`src/pkg/acf_pkg.sv`:
```
// Shared constants and types for the ASCII command frame codec.
// Assumes byte-wide character streams on one system clock.
package acf_pkg;
    localparam logic [7:0] ACF_SOH       = 8'h01; // Frame start, serial link
    localparam logic [7:0] ACF_LF        = 8'h0a; // Frame terminator
    localparam logic [7:0] ACF_CR        = 8'h0d; // Carriage return, serial link
    localparam logic [7:0] ACF_DIGIT0    = 8'h30; // ASCII '0'
    localparam logic [7:0] ACF_ALPHA_OFS = 8'h37; // ASCII 'A' minus ten
    localparam logic [7:0] ACF_NIB_TEN   = 8'h0a; // First nibble shown as letter
    localparam logic [7:0] ACF_FCS_MAIN  = 8'h13; // Check error main code, BCD
    localparam logic [7:0] ACF_FCS_SUB   = 8'h00; // Check error sub code, BCD
    localparam logic [1:0] ACF_CODE_LAST = 2'h3;  // Index of last code character
    localparam logic [1:0] ACF_FCS_LEN   = 2'h2;  // Check characters per frame
    localparam logic [3:0] ACF_HDR_SOH   = 4'h0;  // Header step: start character
    localparam logic [3:0] ACF_HDR_CODE0 = 4'h1;  // Header step: first code char
    localparam logic [3:0] ACF_HDR_MAIN  = 4'h5;  // Header step: main code tens
    localparam logic [3:0] ACF_HDR_LAST  = 4'h8;  // Header step: sub code units
    localparam logic [3:0] ACF_TRL_FCSH  = 4'h0;  // Trailer step: check high
    localparam logic [3:0] ACF_TRL_FCSL  = 4'h1;  // Trailer step: check low
    localparam logic [3:0] ACF_TRL_CR    = 4'h2;  // Trailer step: carriage return
    localparam logic [3:0] ACF_TRL_LF    = 4'h3;  // Trailer step: terminator
    localparam int         ACF_CHAR_W    = 8;     // Character width
    localparam int         ACF_FIFO_D    = 4;     // Transmit FIFO depth

    // Receive parser states
    typedef enum logic [1:0] {ACF_RX_IDLE, ACF_RX_CODE, ACF_RX_DATA, ACF_RX_CRLF} acf_rx_t;
    // Response builder states
    typedef enum logic [1:0] {ACF_TX_IDLE, ACF_TX_HDR, ACF_TX_DATA, ACF_TX_TRL} acf_tx_t;
endpackage : acf_pkg

```
`src/pkg/acf_stream_if.sv`:
```
// Valid/ready character stream between the codec and its FIFO.
// Assumes both ends sit on the same clock.
interface acf_stream_if #(parameter int W = 8);
    logic         valid; // Source offers data
    logic         ready; // Sink accepts data
    logic [W-1:0] data;  // Character
    modport src (output valid, output data, input ready);
    modport snk (input valid, input data, output ready);
endinterface : acf_stream_if

```
`src/rtl/acf_fifo.sv`:
```
// Small synchronous FIFO for the response character path.
// Assumes one clock and an asynchronous active-low reset.
module acf_fifo #(
    parameter int W = 8,
    parameter int D = 4
) (
    input  wire logic clock_i,  // System clock
    input  wire logic resetn_i, // Asynchronous reset, active low
    acf_stream_if.snk in_s,     // Filling side
    acf_stream_if.src out_s     // Draining side
);
    localparam int AW = $clog2(D);
    localparam logic [AW:0] FULL = AW'(D) == '0 ? (AW+1)'(D) : (AW+1)'(D);

    // Whole FIFO state
    typedef struct packed {
        logic [D-1:0][W-1:0] mem; // Storage
        logic [AW-1:0]       wr;  // Write pointer
        logic [AW-1:0]       rd;  // Read pointer
        logic [AW:0]         cnt; // Fill level
    } acf_fifo_st_t;

    acf_fifo_st_t s;      // Registered state
    acf_fifo_st_t next_s; // Next state
    logic         push;   // Write this cycle
    logic         pop;    // Read this cycle

    // Honest flags straight from the fill level
    assign in_s.ready  = (s.cnt != FULL);
    assign out_s.valid = (s.cnt != '0);
    assign out_s.data  = s.mem[s.rd];
    assign push        = in_s.valid && in_s.ready;
    assign pop         = out_s.valid && out_s.ready;

    // Pointer and level update
    always_comb begin
        next_s = s;
        if (push) begin
            next_s.mem[s.wr] = in_s.data;
            next_s.wr        = AW'((s.wr == AW'(D - 1)) ? 0 : s.wr + 1'b1);
        end
        if (pop) begin
            next_s.rd = AW'((s.rd == AW'(D - 1)) ? 0 : s.rd + 1'b1);
        end
        if (push && !pop) begin
            next_s.cnt = s.cnt + 1'b1;
        end else if (pop && !push) begin
            next_s.cnt = s.cnt - 1'b1;
        end
    end

    // State register
    always_ff @(posedge clock_i or negedge resetn_i) begin
        if (!resetn_i) begin
            s <= '0;
        end else begin
            s <= next_s;
        end
    end
endmodule : acf_fifo

```
`src/rtl/acf_codec.sv`:
```
// ASCII command frame codec: parses command lines, builds response lines.
// Assumes a byte stream from a link receiver, a byte sink with ready, and
// a mode input that stays steady while frames are in flight.

// Overview of operation
// - Every frame ends with line feed
// - Serial frames begin with start character
// - Serial: check chars and CR before LF
// - Check is XOR after start through data
// - Check byte sent as two printable chars
// - Network frames: code, data, LF only
// - Response: echoed code, result, result data
// - First four characters are command code
// - Check mismatch answers main code 13
// - Result code is four decimal digits
module acf_codec
    import acf_pkg::*;
(
    input  wire logic        clock_i,          // System clock
    input  wire logic        resetn_i,         // Asynchronous reset, active low
    input  wire logic        serial_mode_i,    // High: serial framing, low: network
    input  wire logic        rx_valid_i,       // Received character strobe
    input  wire logic [7:0]  rx_data_i,        // Received character
    output logic             cmd_valid_o,      // Good command ended, one cycle
    output logic             cmd_fcs_err_o,    // Bad check, one cycle
    output logic [31:0]      cmd_code_o,       // Command code, first char on top
    output logic             cmd_data_valid_o, // Command data character strobe
    output logic [7:0]       cmd_data_o,       // Command data character
    input  wire logic        rsp_start_i,      // Begin a response
    input  wire logic [31:0] rsp_code_i,       // Echoed command code
    input  wire logic [7:0]  rsp_main_i,       // Main result code, BCD
    input  wire logic [7:0]  rsp_sub_i,        // Sub result code, BCD
    input  wire logic        rsp_nodata_i,     // Response has no result data
    input  wire logic        rsp_data_valid_i, // Result data offered
    input  wire logic [7:0]  rsp_data_i,       // Result data character
    input  wire logic        rsp_data_last_i,  // Last result data character
    output logic             rsp_data_ready_o, // Result data taken
    output logic             rsp_busy_o,       // Response in progress
    output logic             tx_valid_o,       // Outgoing character valid
    output logic [7:0]       tx_data_o,        // Outgoing character
    input  wire logic        tx_ready_i        // Link takes the character
);
    // Whole codec state
    typedef struct packed {
        acf_rx_t     rx_st;   // Parser state
        logic [1:0]  rx_idx;  // Code character index
        logic [31:0] rx_code; // Code being collected
        logic [7:0]  rx_acc;  // Running check of released characters
        logic [7:0]  h0;      // Newest held character
        logic [7:0]  h1;      // Older held character
        logic [1:0]  hcnt;    // Held characters
        logic        fcs_ok;  // Check matched at carriage return
        logic        cmd_v;   // Command done pulse
        logic        fcs_e;   // Check error pulse
        logic [31:0] code;    // Last command code
        logic        dv;      // Data strobe
        logic [7:0]  dd;      // Data character
        acf_tx_t     tx_st;   // Builder state
        logic [3:0]  tx_idx;  // Header or trailer step
        logic        tx_ser;  // Serial framing for this response
        logic        nodata;  // Skip data phase
        logic [31:0] tx_code; // Echoed code
        logic [15:0] tx_res;  // Main and sub code, BCD
        logic [7:0]  tx_acc;  // Outgoing check
        logic        held;    // Result character held
        logic [7:0]  hold;    // Held result character
        logic        hlast;   // Held character is last
        logic        rdy;     // Result data ready
        logic        busy;    // Response in progress
        logic        epend;   // Check error answer pending
        logic        ov;      // Output valid
        logic [7:0]  od;      // Output character
    } acf_st_t;

    acf_st_t     s;         // Registered state
    acf_st_t     next_s;    // Next state
    logic        push_v;    // Character offered to FIFO
    logic [7:0]  push_d;    // Character offered to FIFO
    logic        push;      // Character enters FIFO
    logic [7:0]  hdr_c;     // Header character for current step
    logic [7:0]  trl_c;     // Trailer character for current step

    acf_stream_if #(.W(ACF_CHAR_W)) fin_s ();  // Builder to FIFO
    acf_stream_if #(.W(ACF_CHAR_W)) fout_s (); // FIFO to output stage

    // Nibble to ASCII hex digit, upper case
    function automatic logic [7:0] hex_c(input logic [3:0] n);
        logic [7:0] w;
        w = {4'h0, n};
        hex_c = (w < ACF_NIB_TEN) ? (ACF_DIGIT0 + w) : (ACF_ALPHA_OFS + w);
    endfunction : hex_c

    // BCD digit to ASCII decimal digit
    function automatic logic [7:0] dec_c(input logic [3:0] n);
        dec_c = ACF_DIGIT0 | {4'h0, n};
    endfunction : dec_c

    // Header and trailer character selection
    always_comb begin
        hdr_c = ACF_SOH;
        if (s.tx_idx >= ACF_HDR_CODE0 && s.tx_idx < ACF_HDR_MAIN) begin
            hdr_c = s.tx_code[8'(31 - 8 * (s.tx_idx - ACF_HDR_CODE0)) -: 8];
        end else if (s.tx_idx >= ACF_HDR_MAIN) begin
            hdr_c = dec_c(s.tx_res[8'(15 - 4 * (s.tx_idx - ACF_HDR_MAIN)) -: 4]);
        end
        trl_c = ACF_LF;
        if (s.tx_idx == ACF_TRL_FCSH) begin
            trl_c = hex_c(s.tx_acc[7:4]);
        end else if (s.tx_idx == ACF_TRL_FCSL) begin
            trl_c = hex_c(s.tx_acc[3:0]);
        end else if (s.tx_idx == ACF_TRL_CR) begin
            trl_c = ACF_CR;
        end
    end

    // Character offered to the FIFO
    always_comb begin
        push_v = 1'b0;
        push_d = s.hold;
        if (s.tx_st == ACF_TX_HDR) begin
            push_v = 1'b1;
            push_d = hdr_c;
        end else if (s.tx_st == ACF_TX_TRL) begin
            push_v = 1'b1;
            push_d = trl_c;
        end else if (s.tx_st == ACF_TX_DATA) begin
            push_v = s.held;
        end
    end

    assign fin_s.valid  = push_v;
    assign fin_s.data   = push_d;
    assign push         = push_v && fin_s.ready;
    assign fout_s.ready = !s.ov || tx_ready_i;

    // Transmit FIFO; a full FIFO stalls the builder
    acf_fifo #(.W(ACF_CHAR_W), .D(ACF_FIFO_D)) u_fifo (
        .clock_i  (clock_i),
        .resetn_i (resetn_i),
        .in_s     (fin_s),
        .out_s    (fout_s)
    );

    // Parser, builder and output stage next-state logic
    always_comb begin
        next_s       = s;
        next_s.cmd_v = 1'b0;
        next_s.fcs_e = 1'b0;
        next_s.dv    = 1'b0;
        // Parser
        if (rx_valid_i) begin
            if (serial_mode_i && rx_data_i == ACF_SOH) begin
                next_s.rx_st  = ACF_RX_CODE;
                next_s.rx_idx = '0;
                next_s.rx_acc = '0;
                next_s.hcnt   = '0;
            end else begin
                case (s.rx_st)
                    ACF_RX_IDLE: begin
                        // Network frames start with their first code char
                        if (!serial_mode_i && rx_data_i != ACF_LF) begin
                            next_s.rx_st   = ACF_RX_CODE;
                            next_s.rx_code = {24'h0, rx_data_i};
                            next_s.rx_acc  = rx_data_i;
                            next_s.rx_idx  = 2'h1;
                            next_s.hcnt    = '0;
                        end
                    end
                    ACF_RX_CODE: begin
                        if (rx_data_i == ACF_LF) begin
                            next_s.rx_st = ACF_RX_IDLE; // Short frame dropped
                        end else begin
                            next_s.rx_code = {s.rx_code[23:0], rx_data_i};
                            next_s.rx_acc  = s.rx_acc ^ rx_data_i;
                            next_s.rx_idx  = s.rx_idx + 1'b1;
                            if (s.rx_idx == ACF_CODE_LAST) begin
                                next_s.rx_st = ACF_RX_DATA;
                            end
                        end
                    end
                    ACF_RX_DATA: begin
                        if (rx_data_i == ACF_LF) begin
                            // Network ends here; serial without CR is dropped
                            next_s.rx_st = ACF_RX_IDLE;
                            next_s.cmd_v = !serial_mode_i;
                            next_s.code  = serial_mode_i ? s.code : s.rx_code;
                        end else if (serial_mode_i && rx_data_i == ACF_CR) begin
                            // Last two held characters are the check
                            next_s.rx_st  = ACF_RX_CRLF;
                            next_s.fcs_ok = (s.hcnt == ACF_FCS_LEN)
                                && (s.h1 == hex_c(s.rx_acc[7:4]))
                                && (s.h0 == hex_c(s.rx_acc[3:0]));
                        end else if (!serial_mode_i) begin
                            next_s.dv = 1'b1;
                            next_s.dd = rx_data_i;
                        end else begin
                            // Hold two characters back so check chars never leak
                            next_s.h0 = rx_data_i;
                            next_s.h1 = s.h0;
                            if (s.hcnt == ACF_FCS_LEN) begin
                                next_s.dv     = 1'b1;
                                next_s.dd     = s.h1;
                                next_s.rx_acc = s.rx_acc ^ s.h1;
                            end else begin
                                next_s.hcnt = s.hcnt + 1'b1;
                            end
                        end
                    end
                    ACF_RX_CRLF: begin
                        next_s.rx_st = ACF_RX_IDLE;
                        if (rx_data_i == ACF_LF) begin
                            next_s.code  = s.rx_code;
                            next_s.cmd_v = s.fcs_ok;
                            next_s.fcs_e = !s.fcs_ok;
                        end
                    end
                    default: next_s.rx_st = ACF_RX_IDLE;
                endcase
            end
        end
        // Pending check-error answer; a new error wins over the clear
        next_s.epend = s.epend || next_s.fcs_e;
        // Builder
        case (s.tx_st)
            ACF_TX_IDLE: begin
                if (s.epend || rsp_start_i) begin
                    next_s.tx_st  = ACF_TX_HDR;
                    next_s.busy   = 1'b1;
                    next_s.tx_ser = serial_mode_i;
                    next_s.tx_idx = serial_mode_i ? ACF_HDR_SOH : ACF_HDR_CODE0;
                    next_s.tx_acc = '0;
                    if (s.epend) begin
                        next_s.epend   = next_s.fcs_e;
                        next_s.tx_code = s.code;
                        next_s.tx_res  = {ACF_FCS_MAIN, ACF_FCS_SUB};
                        next_s.nodata  = 1'b1;
                    end else begin
                        next_s.tx_code = rsp_code_i;
                        next_s.tx_res  = {rsp_main_i, rsp_sub_i};
                        next_s.nodata  = rsp_nodata_i;
                    end
                end
            end
            ACF_TX_HDR: begin
                if (push) begin
                    if (s.tx_idx != ACF_HDR_SOH) begin
                        next_s.tx_acc = s.tx_acc ^ hdr_c;
                    end
                    next_s.tx_idx = s.tx_idx + 1'b1;
                    if (s.tx_idx == ACF_HDR_LAST) begin
                        next_s.tx_st  = s.nodata ? ACF_TX_TRL : ACF_TX_DATA;
                        next_s.tx_idx = s.tx_ser ? ACF_TRL_FCSH : ACF_TRL_LF;
                    end
                end
            end
            ACF_TX_DATA: begin
                if (push) begin
                    next_s.held   = 1'b0;
                    next_s.tx_acc = s.tx_acc ^ s.hold;
                    if (s.hlast) begin
                        next_s.tx_st = ACF_TX_TRL;
                    end
                end
            end
            ACF_TX_TRL: begin
                if (push) begin
                    next_s.tx_idx = s.tx_idx + 1'b1;
                    if (s.tx_idx == ACF_TRL_LF) begin
                        next_s.tx_st = ACF_TX_IDLE;
                        next_s.busy  = 1'b0;
                    end
                end
            end
            default: next_s.tx_st = ACF_TX_IDLE;
        endcase
        // Result data capture into the one-character holding slot
        if (s.rdy && rsp_data_valid_i) begin
            next_s.held  = 1'b1;
            next_s.hold  = rsp_data_i;
            next_s.hlast = rsp_data_last_i;
        end
        next_s.rdy = (next_s.tx_st == ACF_TX_DATA) && !next_s.held;
        // Output register stage
        if (fout_s.ready) begin
            next_s.ov = fout_s.valid;
            if (fout_s.valid) begin
                next_s.od = fout_s.data;
            end
        end
    end

    // State register
    always_ff @(posedge clock_i or negedge resetn_i) begin
        if (!resetn_i) begin
            s <= '0;
        end else begin
            s <= next_s;
        end
    end

    // Outputs straight from flip-flops
    assign cmd_valid_o      = s.cmd_v;
    assign cmd_fcs_err_o    = s.fcs_e;
    assign cmd_code_o       = s.code;
    assign cmd_data_valid_o = s.dv;
    assign cmd_data_o       = s.dd;
    assign rsp_data_ready_o = s.rdy;
    assign rsp_busy_o       = s.busy;
    assign tx_valid_o       = s.ov;
    assign tx_data_o        = s.od;
endmodule : acf_codec

```
`config.mk`:
```
export PLATFORM = sky130hd
export DESIGN_NAME = acf_codec
export DESIGN_NICKNAME = d
export VERILOG_FILES = /design/src/pkg/acf_pkg.sv /design/src/pkg/acf_stream_if.sv /design/src/rtl/acf_fifo.sv /design/src/rtl/acf_codec.sv
export SDC_FILE = /design/constraint.sdc
export NUM_CORES = 1
export LEC_CHECK = 0
export ABC_AREA = 1
export BUFFER_PORTS_ARGS = -buffer_cell sky130_fd_sc_hd__buf_2
export CORE_UTILIZATION = 55
export DETAILED_ROUTE_END_ITERATION = 8
export HOLD_SLACK_MARGIN = 0.03
export PLACE_DENSITY = 0.78
export SLEW_MARGIN = 10
export SYNTH_ARGS = -nofsm -noshare
export SYNTH_HDL_FRONTEND = slang
export SYNTH_HIERARCHICAL = 1
export SYNTH_SLANG_ARGS = --single-unit
```
`constraint.sdc`:
```
create_clock -name clock_i -period 5.39 [get_ports clock_i]
set_clock_uncertainty 0.1 [all_clocks]
set_input_delay 1.078 -clock clock_i [delete_from_list [all_inputs] [get_ports clock_i]]
set_output_delay 1.078 -clock clock_i [all_outputs]
set_load 0.1 [all_outputs]
```
After elaboration in Yosys (flattened, before gate mapping)
Cells that the tools add are included.
{"block": "word_totals", "regBits": 231, "in_bits": 73, "out_inout_bits": 54, "word_cells": 248}
{"block": "op_classes", "add_sub_neg": 19, "magnitude_cmp": 10, "eq_ne": 43, "shifts": 2, "n_mux": 82, "n_bitwise": 7, "reduce_logical": 50}
{"cell": "43-bit two-way mux", "n": 2}
{"cell": "8-bit two-way mux", "n": 9}
{"cell": "34-bit case mux with 2 select lines", "n": 1}
{"cell": "32-bit two-way mux", "n": 2}
{"cell": "64-bit two-way mux", "n": 1}
{"cell": "32-bit case mux with 2 select lines", "n": 1}
{"cell": "6-bit by 4-bit adder with 7-bit output, first input constant", "n": 8}
{"cell": "9-bit two-way mux", "n": 6}
{"cell": "26-bit two-way mux", "n": 2}
{"cell": "49-bit two-way mux", "n": 1}
{"cell": "8-bit case mux with 3 select lines", "n": 2}
{"cell": "44-bit two-way mux", "n": 1}
{"cell": "42-bit two-way mux", "n": 1}
{"cell": "7-bit two-way mux", "n": 6}
{"cell": "39-bit by 9-bit variable part select with 8-bit output", "n": 1}
{"cell": "34-bit two-way mux", "n": 1}
{"cell": "32-bit bitwise mux", "n": 1}
{"cell": "8-bit bitwise XOR", "n": 4}
{"cell": "2-bit two-way mux", "n": 14}
{"cell": "27-bit two-way mux", "n": 1}
{"cell": "6-bit two-way mux", "n": 4}
{"cell": "3-bit != test, second input constant", "n": 8}
{"cell": "19-bit by 9-bit variable part select with 4-bit output", "n": 1}
{"cell": "2-bit == test, second input constant", "n": 9}
{"cell": "other kinds (50)", "n": 126}

Longest topological paths before layout
Gate-level depths: netlist of run 1.
{"block": "depth", "depth_word": 12, "depth_mapped": 19, "depth_no_buf": 17}

By module
The synthesis of run 1 kept the hierarchy.
{"mod": "acf_codec", "instances": 1, "cells_each": 1368, "area_per_inst_um2": 10692.8, "seq_area_each_um2": 4804.6}
{"mod": "acf_fifo", "instances": 1, "cells_each": 254, "area_per_inst_um2": 2077.0, "seq_area_each_um2": 975.9}

Worst setup path after synthesis of run 1
Ideal clock, no wire load.
{"block": "synth_timing", "path_kind": "reg2reg", "from": "register s[80] (netlist bit)", "to": "register u_fifo/s[14] (netlist bit)", "setup_time_ns": 0.066, "t_arrival_ns": 2.730, "required_time_ns": 5.224, "slack_ns": 2.494, "stages_incl_launch_ff": 18, "path_buffers": 2, "synth_period_minus_slack_ns": 2.896, "path_cell_list": "dfrtp_1 -> buf_2 -> inv_1 -> buf_2 -> ha_1 -> inv_1 -> nand2_1 -> nand2_1 -> inv_1 -> ha_1 -> nand3b_1 -> nor2_1 -> nand2_1 -> inv_2 -> nand2_1 -> o21ai_0 -> nand4_1 -> nand2_1"}
{"block": "synth_via", "elab_chain_cells": 6, "elab_cells_between_ends": 9, "cone_classes": "2 x add/sub; 2 x order compare; 1 x shift; 3 x mux; 1 x reduce/logical"}
{"item": "start: declaration", "line": "acf_codec.sv:75", "rtl": "acf_st_t s;"}
{"item": "start signal: assignment", "line": "acf_codec.sv:297", "rtl": "s <= next_s;"}
{"item": "4-bit by 1-bit subtractor with 5-bit output", "line": "acf_codec.sv:102", "rtl": "hdr_c = s.tx_code[8'(31 - 8 * (s.tx_idx - ACF_HDR_CODE0)) -: 8];"}
{"item": "6-bit by 8-bit subtractor with 8-bit output", "line": "acf_codec.sv:102"}
{"item": "39-bit by 9-bit variable part select with 8-bit output", "line": "acf_codec.sv:102"}
{"item": "8-bit two-way mux *", "line": "acf_codec.sv:101", "rtl": "if (s.tx_idx >= ACF_HDR_CODE0 && s.tx_idx < ACF_HDR_MAIN) begin"}
{"item": "8-bit two-way mux *", "line": "acf_codec.sv:120", "rtl": "if (s.tx_st == ACF_TX_HDR) begin"}
{"item": "via fin_s.data[7]", "line": "acf_stream_if.sv:6", "rtl": "logic [W-1:0] data;"}
{"item": "32-bit bitwise mux *", "line": "acf_fifo.sv:39", "rtl": "next_s.mem[s.wr] = in_s.data;"}
{"item": "end signal: assignment", "line": "acf_fifo.sv:57", "rtl": "s <= next_s;"}
{"item": "end: declaration", "line": "acf_fifo.sv:23", "rtl": "acf_fifo_st_t s;"}
The timed path passes the listed nets; every way through them passes the cells marked *.
A chain may end at the register's enable or synchronous reset.

Worst setup path after layout of run 1
{"block": "layout_timing", "from": "register s[80] (netlist bit)", "to": "register u_fifo/s[30] (netlist bit)"}
Same word-level chain as after synthesis.

==> impl_metrics.yaml, run 1 <==
run_status:
  outcome: "completed"
clock_network:
  clk_path_buf_depth: 3
  post_cts_buffers: 0
  clk_latency_ps: 540
  cts_root_buf: "clkbuf_16"
  cts_max_level: 1
  cts_tree: "built"
  cts_made_buffers: 26
  clk_pin_slew_ps: 60
  cts_sinks: 231
  post_cts_resized: 0
  cts_hold_buf: 0
setup_path:
  crit_chain: "buf_4 > inv_1 > ha_1 > inv_1 > nand2_1 > nand2_1 > inv_1 > ha_1 > nand3b_1 > nor2_1 > nand2_1 > inv_2 > nand2_1 > o21ai_0 > nand4_1 > nand2_1"
  crit_path_frequent_cell: "nand2_1"
  required_ps: 5760
  cp-end-kind: "flip-flop"
  cp_slowest_cell: "o21ai_0"
  cp-start-kind: "flip-flop"
  cp_max_fo: 38
  criticalPathCategory: "flip-flop to flip-flop"
  cp_slowest_stage_delay_ps: 440
  arrival_ps: 4000
  reg2reg_depth: 16
drt:
  vias_per_cell: 5.59
  wl_mm: 32.9
  firstDrtPassIters: 5
  drc: 0
  wl_per_cell_um: 16.7
  ant_nets: 0
  drt_first_iter_violations: 781
  vias: 11000
job:
  max_cap_viol_count: 0
timing:
  post-route-min-period_ps: 3630
  rsz0062_at_grt: "no"
  hold_ws_ps: 371
  max_freq_ghz: 0.275
  hold_viol: 0
  drv_slew: 0
  setup_viol: 0
  finalSetupTns_ps: 0
  relSlewSlack: 0.206
  finalCritPeriodShare: 0.674
  worst_pin_slew_ps: 1190
yosys:
  synth_cells: 1622
  synth_most_common_cell: "nand2_1"
  synth_compound_area_frac: 0.147
  synth-xor-area-share: 0.0123
  synth_largest_area_cell: "dfrtp_1"
  synthSimpleGateAreaFrac: 0.238
  yosys-top-cells-area: "dfrtp_1 (45%), nand2_1 (14%), o21ai_0 (4.7%)"
  syn_avg_cell_area_sq_um: 7.87
  synthTopCellsByCount: "nand2_1 (478), dfrtp_1 (231), inv_1 (158)"
  async_flop_share: 1.00
  yosysWarningCount: 6
  ys_ff_latch: 231
  ys_seq_area_frac: 0.453
  synth_top_area_frac: 0.453
  synthesis.area_sq_um: 12800
  synth_nets: 1723
  synthMuxAreaShare: 0.0141
  synth_ff_type: "dfrtp_1"
  synth_top_family_by_area: "simple AND/OR/NAND/NOR gates"
  synth_edf_count: 0
  synth_cell_types: 41
  synth_adder_area_share: 0.0280
floorplanning:
  die_area_sq_um: 23800
  rows: 55
  die_h_um: 154
  pin_count: 127
  dieWidth_um: 154
  core_area_sq_um: 22700
  start_util: 0.562
global_route:
  gr-total-overflow: 0
  grt_usage: 0.280
  grt_pass1_wl_mm: 53.4
  antenna_found_initial: 0
  grt.busiest_layer: "met2"
  grtUsageMet1: 0.373
  grt_pass1_vias: 10700
  grt_max_degree: 109
  use_met3: 0.0373
  grtUsageMet2: 0.474
final_layout:
  nets: 1767
  antenna_cells: 0
  area_growth_pct: 9.52
  drive_gt1_frac: 0.145
worst_hold_path:
  holdCritPathClass: "flip-flop to flip-flop"
  holdPathStages: 2
placed_design:
  hpwl_mm: 23.0
  port_buffers: 126
  gp_congestion: 0.968
power_and_ir_drop:
  p_leak_nw: 7.07
  vdd_ir_drop_max_mv: 0.313
  power_density_nw_per_um2: 592
  power_mw: 8.28
## cell families after synthesis
kind of cell | after synthesis
AOI/OAI and AO/OA | 305
xor gates and xnor gates | 18
adders and majority gates | 28
buffers and inverters | 289
DFF | 231
muxes | 16
and+or+nand+nor | 735
## worst max-delay path: cells and delay by family (launching register included)
family	cells	cell delay [ps]
flops	1	320
fa+ha+maj	2	620
simple gates	8	1140
buf+inv	5	920
compound gates	1	440
## layout make-up
type / count / area (sq um)
fillers: 1996 / 8720
flip-flops and latches: 231 / 5780
multi-input cells: 1102 / 5620
clock buffers: 39 / 769
repair buffers: 137 / 723
inverters: 168 / 631
well taps: 285 / 357
clock inverters: 8 / 104
## routing by layer
metal	up-vias	wire, um
met4	0	1080
met5	-	0
met1	5238	14200
li1	5357	-
met3	74	1750
met2	345	15900
## power by group
group	internal [mW]	leakage (nW)	switching [mW]	total, mW
registers	2.35	2.95	0.489	2.84
logic	1.14	3.69	2.50	3.64
clock network	1.08	0.429	0.726	1.81
total	4.57	7.07	3.71	8.28
## worst paths after layout
kind	start	endpoint	slack (ps)
worst min register to register	u_fifo/s[30]	u_fifo/s[30]	370
max in group asynchronous	resetn_i	cmd_valid_o	3560
min in group asynchronous	resetn_i	s[42]	480
worst max-delay path	s[80]	u_fifo/s[30]	1760
worst min-delay path	u_fifo/s[30]	u_fifo/s[30]	370
worst max register to register	s[80]	u_fifo/s[30]	1760
## sequential cells by signal, summed over array words and instances, names as in the netlist
| register | cells |
|---|---|
| tx_data_o | 8 |
| u_fifo/s | 39 |
| cmd_code_o | 32 |
| cmd_data_o | 8 |
| s | 138 |
| rsp_data_ready_o | 1 |
| rsp_busy_o | 1 |
| tx_valid_o | 1 |
| cmd_fcs_err_o | 1 |
| cmd_data_valid_o | 1 |
| cmd_valid_o | 1 |
## layout by cell type (no fill, tap or decap), types with 2 or more instances in the layout
cell type  Yosys  final
nor3_1         3      3
clkbuf_16      0     26
nand4_1       39     39
buf_2         27    125
o21ai_0      119    119
clkinv_2       0      4
inv_1        158    158
nor2_1       121    120
nand3_2        4      4
nand2_2        5      5
or2_2          2      2
nand2_1      478    478
clkbuf_8       0      7
o22ai_2       20     20
clkbuf_1      31      6
ha_1          27     27
dfrtp_1      231    231
and2_1         2      2
xor2_1        11     11
inv_2         10     10
nand3_1       72     72
o21ai_1       19     19
buf_4         51     11
a21oi_1       42     42
mux2_2        16     16
nand3b_1       2      2
o22ai_1       15     15
bufinv_16      0      2
a31oi_1       34     34
o31ai_1       32     32
xnor2_1        7      7
o211ai_1      18     18
nor2_2         4      5
## per-stage QoR
stage | instance area [sq um] | worst slack, ps | instances | utilization
2_1_floorplan | 12800 | 2490 | 1622 | -
4_1_cts | 14000 | 1810 | 1970 | 0.616
3_3_place_gp | 13100 | 1870 | 1923 | 0.577
5_1_grt | 14000 | 1340 | 1970 | 0.616
6_report | 14000 | 1760 | 1970 | 0.616
3_5_place_dp | 13100 | 1860 | 1923 | 0.577
Note: power is estimated with default switching activity, not from simulation.
==> inputs of run 2 (changes only) <==
clock period = 3.75 ns   (was 5.39 ns; I/O delays follow)
==> impl_metrics.yaml, run 2 (synthesized netlist as in run 1, its figures left out) <==
run_status:
  outcome: "completed"
floorplanning:
  pin_count: 127
  start_util: 0.562
  die_h_um: 154
  dieWidth_um: 154
  rows: 55
  core_area_sq_um: 22700
  die_area_sq_um: 23800
final_layout:
  multi_input_area_sq_um: 5620
  seq_area_sq_um: 5780
  top_register: "s"
  final_common_cell: "nand2_1"
  largest_reg_flops: 138
  area_growth_pct: 10.3
  final_area_sq_um: 14100
  nets: 1774
  layout_common_cells: "nand2_1 (478), dfrtp_1 (231), inv_1 (158), buf_2 (125), nor2_1 (120)"
  fill_cells: 2022
  antenna_cells: 0
  drive_gt1_frac: 0.151
timing:
  hold_viol: 0
  post-route-min-period_ps: 3190
  relSlewSlack: 0.341
  finalCritPeriodShare: 0.850
  worst_pin_slew_ps: 988
  setup_viol: 0
  max_freq_ghz: 0.314
  rsz0062_at_grt: "no"
  drv_slew: 0
  finalSetupTns_ps: 0
power_and_ir_drop:
  p_switching_mw: 5.30
  vdd_ir_drop_max_mv: 0.481
  p_int_mw: 6.63
  power_frac_clock: 0.220
  comb_power_share: 0.439
  power_density_nw_per_um2: 847
  power_frac_seq: 0.341
  p_leak_nw: 7.12
  p_sw_frac: 0.444
drt:
  ant_nets: 0
  firstDrtPassIters: 5
  wl_mm: 31.8
  wl_per_cell_um: 16.1
  vias: 11000
  vias_per_cell: 5.54
  drc: 0
  drt_first_iter_violations: 731
setup_path:
  cp_slowest_cell: "o21ai_0"
  cp-start-kind: "flip-flop"
  criticalPathCategory: "flip-flop to flip-flop"
  cp_max_fo: 5
  cp_slowest_stage_delay_ps: 530
  arrival_ps: 3550
  required_ps: 4110
  crit_chain: "inv_1 > ha_1 > inv_1 > nand2_1 > nand2_1 > inv_1 > ha_1 > nand3b_1 > nor2_1 > nand2_1 > inv_2 > nand2_1 > o21ai_0 > nand4_1 > nand2_1"
  crit_path_frequent_cell: "nand2_1"
  cp-end-kind: "flip-flop"
placed_design:
  placed_area_sq_um: 13200
  port_buffers: 126
  hpwl_mm: 22.5
  gp_congestion: 0.931
job:
  max_cap_viol_count: 0
global_route:
  grt_max_degree: 75
  grt_usage: 0.272
  grt.busiest_layer: "met2"
  use_met3: 0.0389
  grtUsageMet1: 0.367
  grt_pass1_wl_mm: 52.6
  grt_pass1_vias: 10500
  grtUsageMet2: 0.455
  gr-total-overflow: 0
  antenna_found_initial: 0
clock_network:
  clk_latency_ps: 540
  cts_root_buf: "clkbuf_16"
  post_cts_buffers: 0
  cts_made_buffers: 26
  post_cts_resized: 0
  clk_path_buf_depth: 3
  cts_hold_buf: 0
  cts_max_level: 1
  cts_sinks: 231
  clk_pin_slew_ps: 60
  cts_tree: "built"
worst_hold_path:
  holdCritPathClass: "input port to asynchronous set/reset pin"
==> run 2: power by group through the flow <==
stage	Clock (mW)	Combinational, mW	Sequential (mW)
2_1_floorplan	0	4.24	3.90
3_3_place_gp	0	5.07	4.06
6_report	2.63	5.23	4.07
5_1_grt	2.78	5.88	4.17
3_5_place_dp	0	5.18	4.09
4_1_cts	2.68	5.23	4.05
==> run 2: worst paths after layout <==
| kind | cells after the start | slack [ps] | startpoint | end |
|---|---|---|---|---|
| max in group asynchronous | 2 | 2470 | resetn_i | cmd_code_o[29] |
| setup / recovery | 15 | 560 | s[81] | u_fifo/s[38] |
| setup reg to reg | 15 | 560 | s[81] | u_fifo/s[38] |
| hold reg to reg | 2 | 360 | u_fifo/s[9] | u_fifo/s[9] |
| min in group clock_i | 2 | 350 | rsp_data_i[0] | s[13] |
| hold / removal | 1 | 70 | resetn_i | s[30] |
==> run 2: worst max-delay path, delay by kind of cell, from the launching register on <==
kind            cells  cell delay [ps]
buf+inv             4              370
simple gates        8             1150
compound gates      1              530
fa+ha+maj           2              510
flops               1              440
==> run 2: per-stage QoR <==
step                total power, mW  hold WS [ps]  setup WS [ps]  utilization  cells
global route                   12.8           116            293        0.620   1977
floorplan                      8.15           335            854            -   1622
global placement               9.13           349            789        0.581   1930
detailed placement             9.27           353            671        0.581   1930
CTS                            12.0          96.9            617        0.620   1977
finish                         11.9          69.9            563        0.620   1977
==> run 2: cell type report <==
class	instances	share of cell area
repair buffers	144	0.0568
inverters	168	0.0448
multi-input cells	1102	0.399
clock inverters	12	0.0110
clock buffers	35	0.0528
flip-flops and latches	231	0.410
well taps	285	0.0253
==> run 2: routing by layer <==
layer,part of all wire,wire length (um),up-vias
met4,0.030,942,0
met1,0.43,13700,5185
met2,0.48,15200,332
met5,0,0,-
met3,0.062,1980,71
li1,-,-,5374
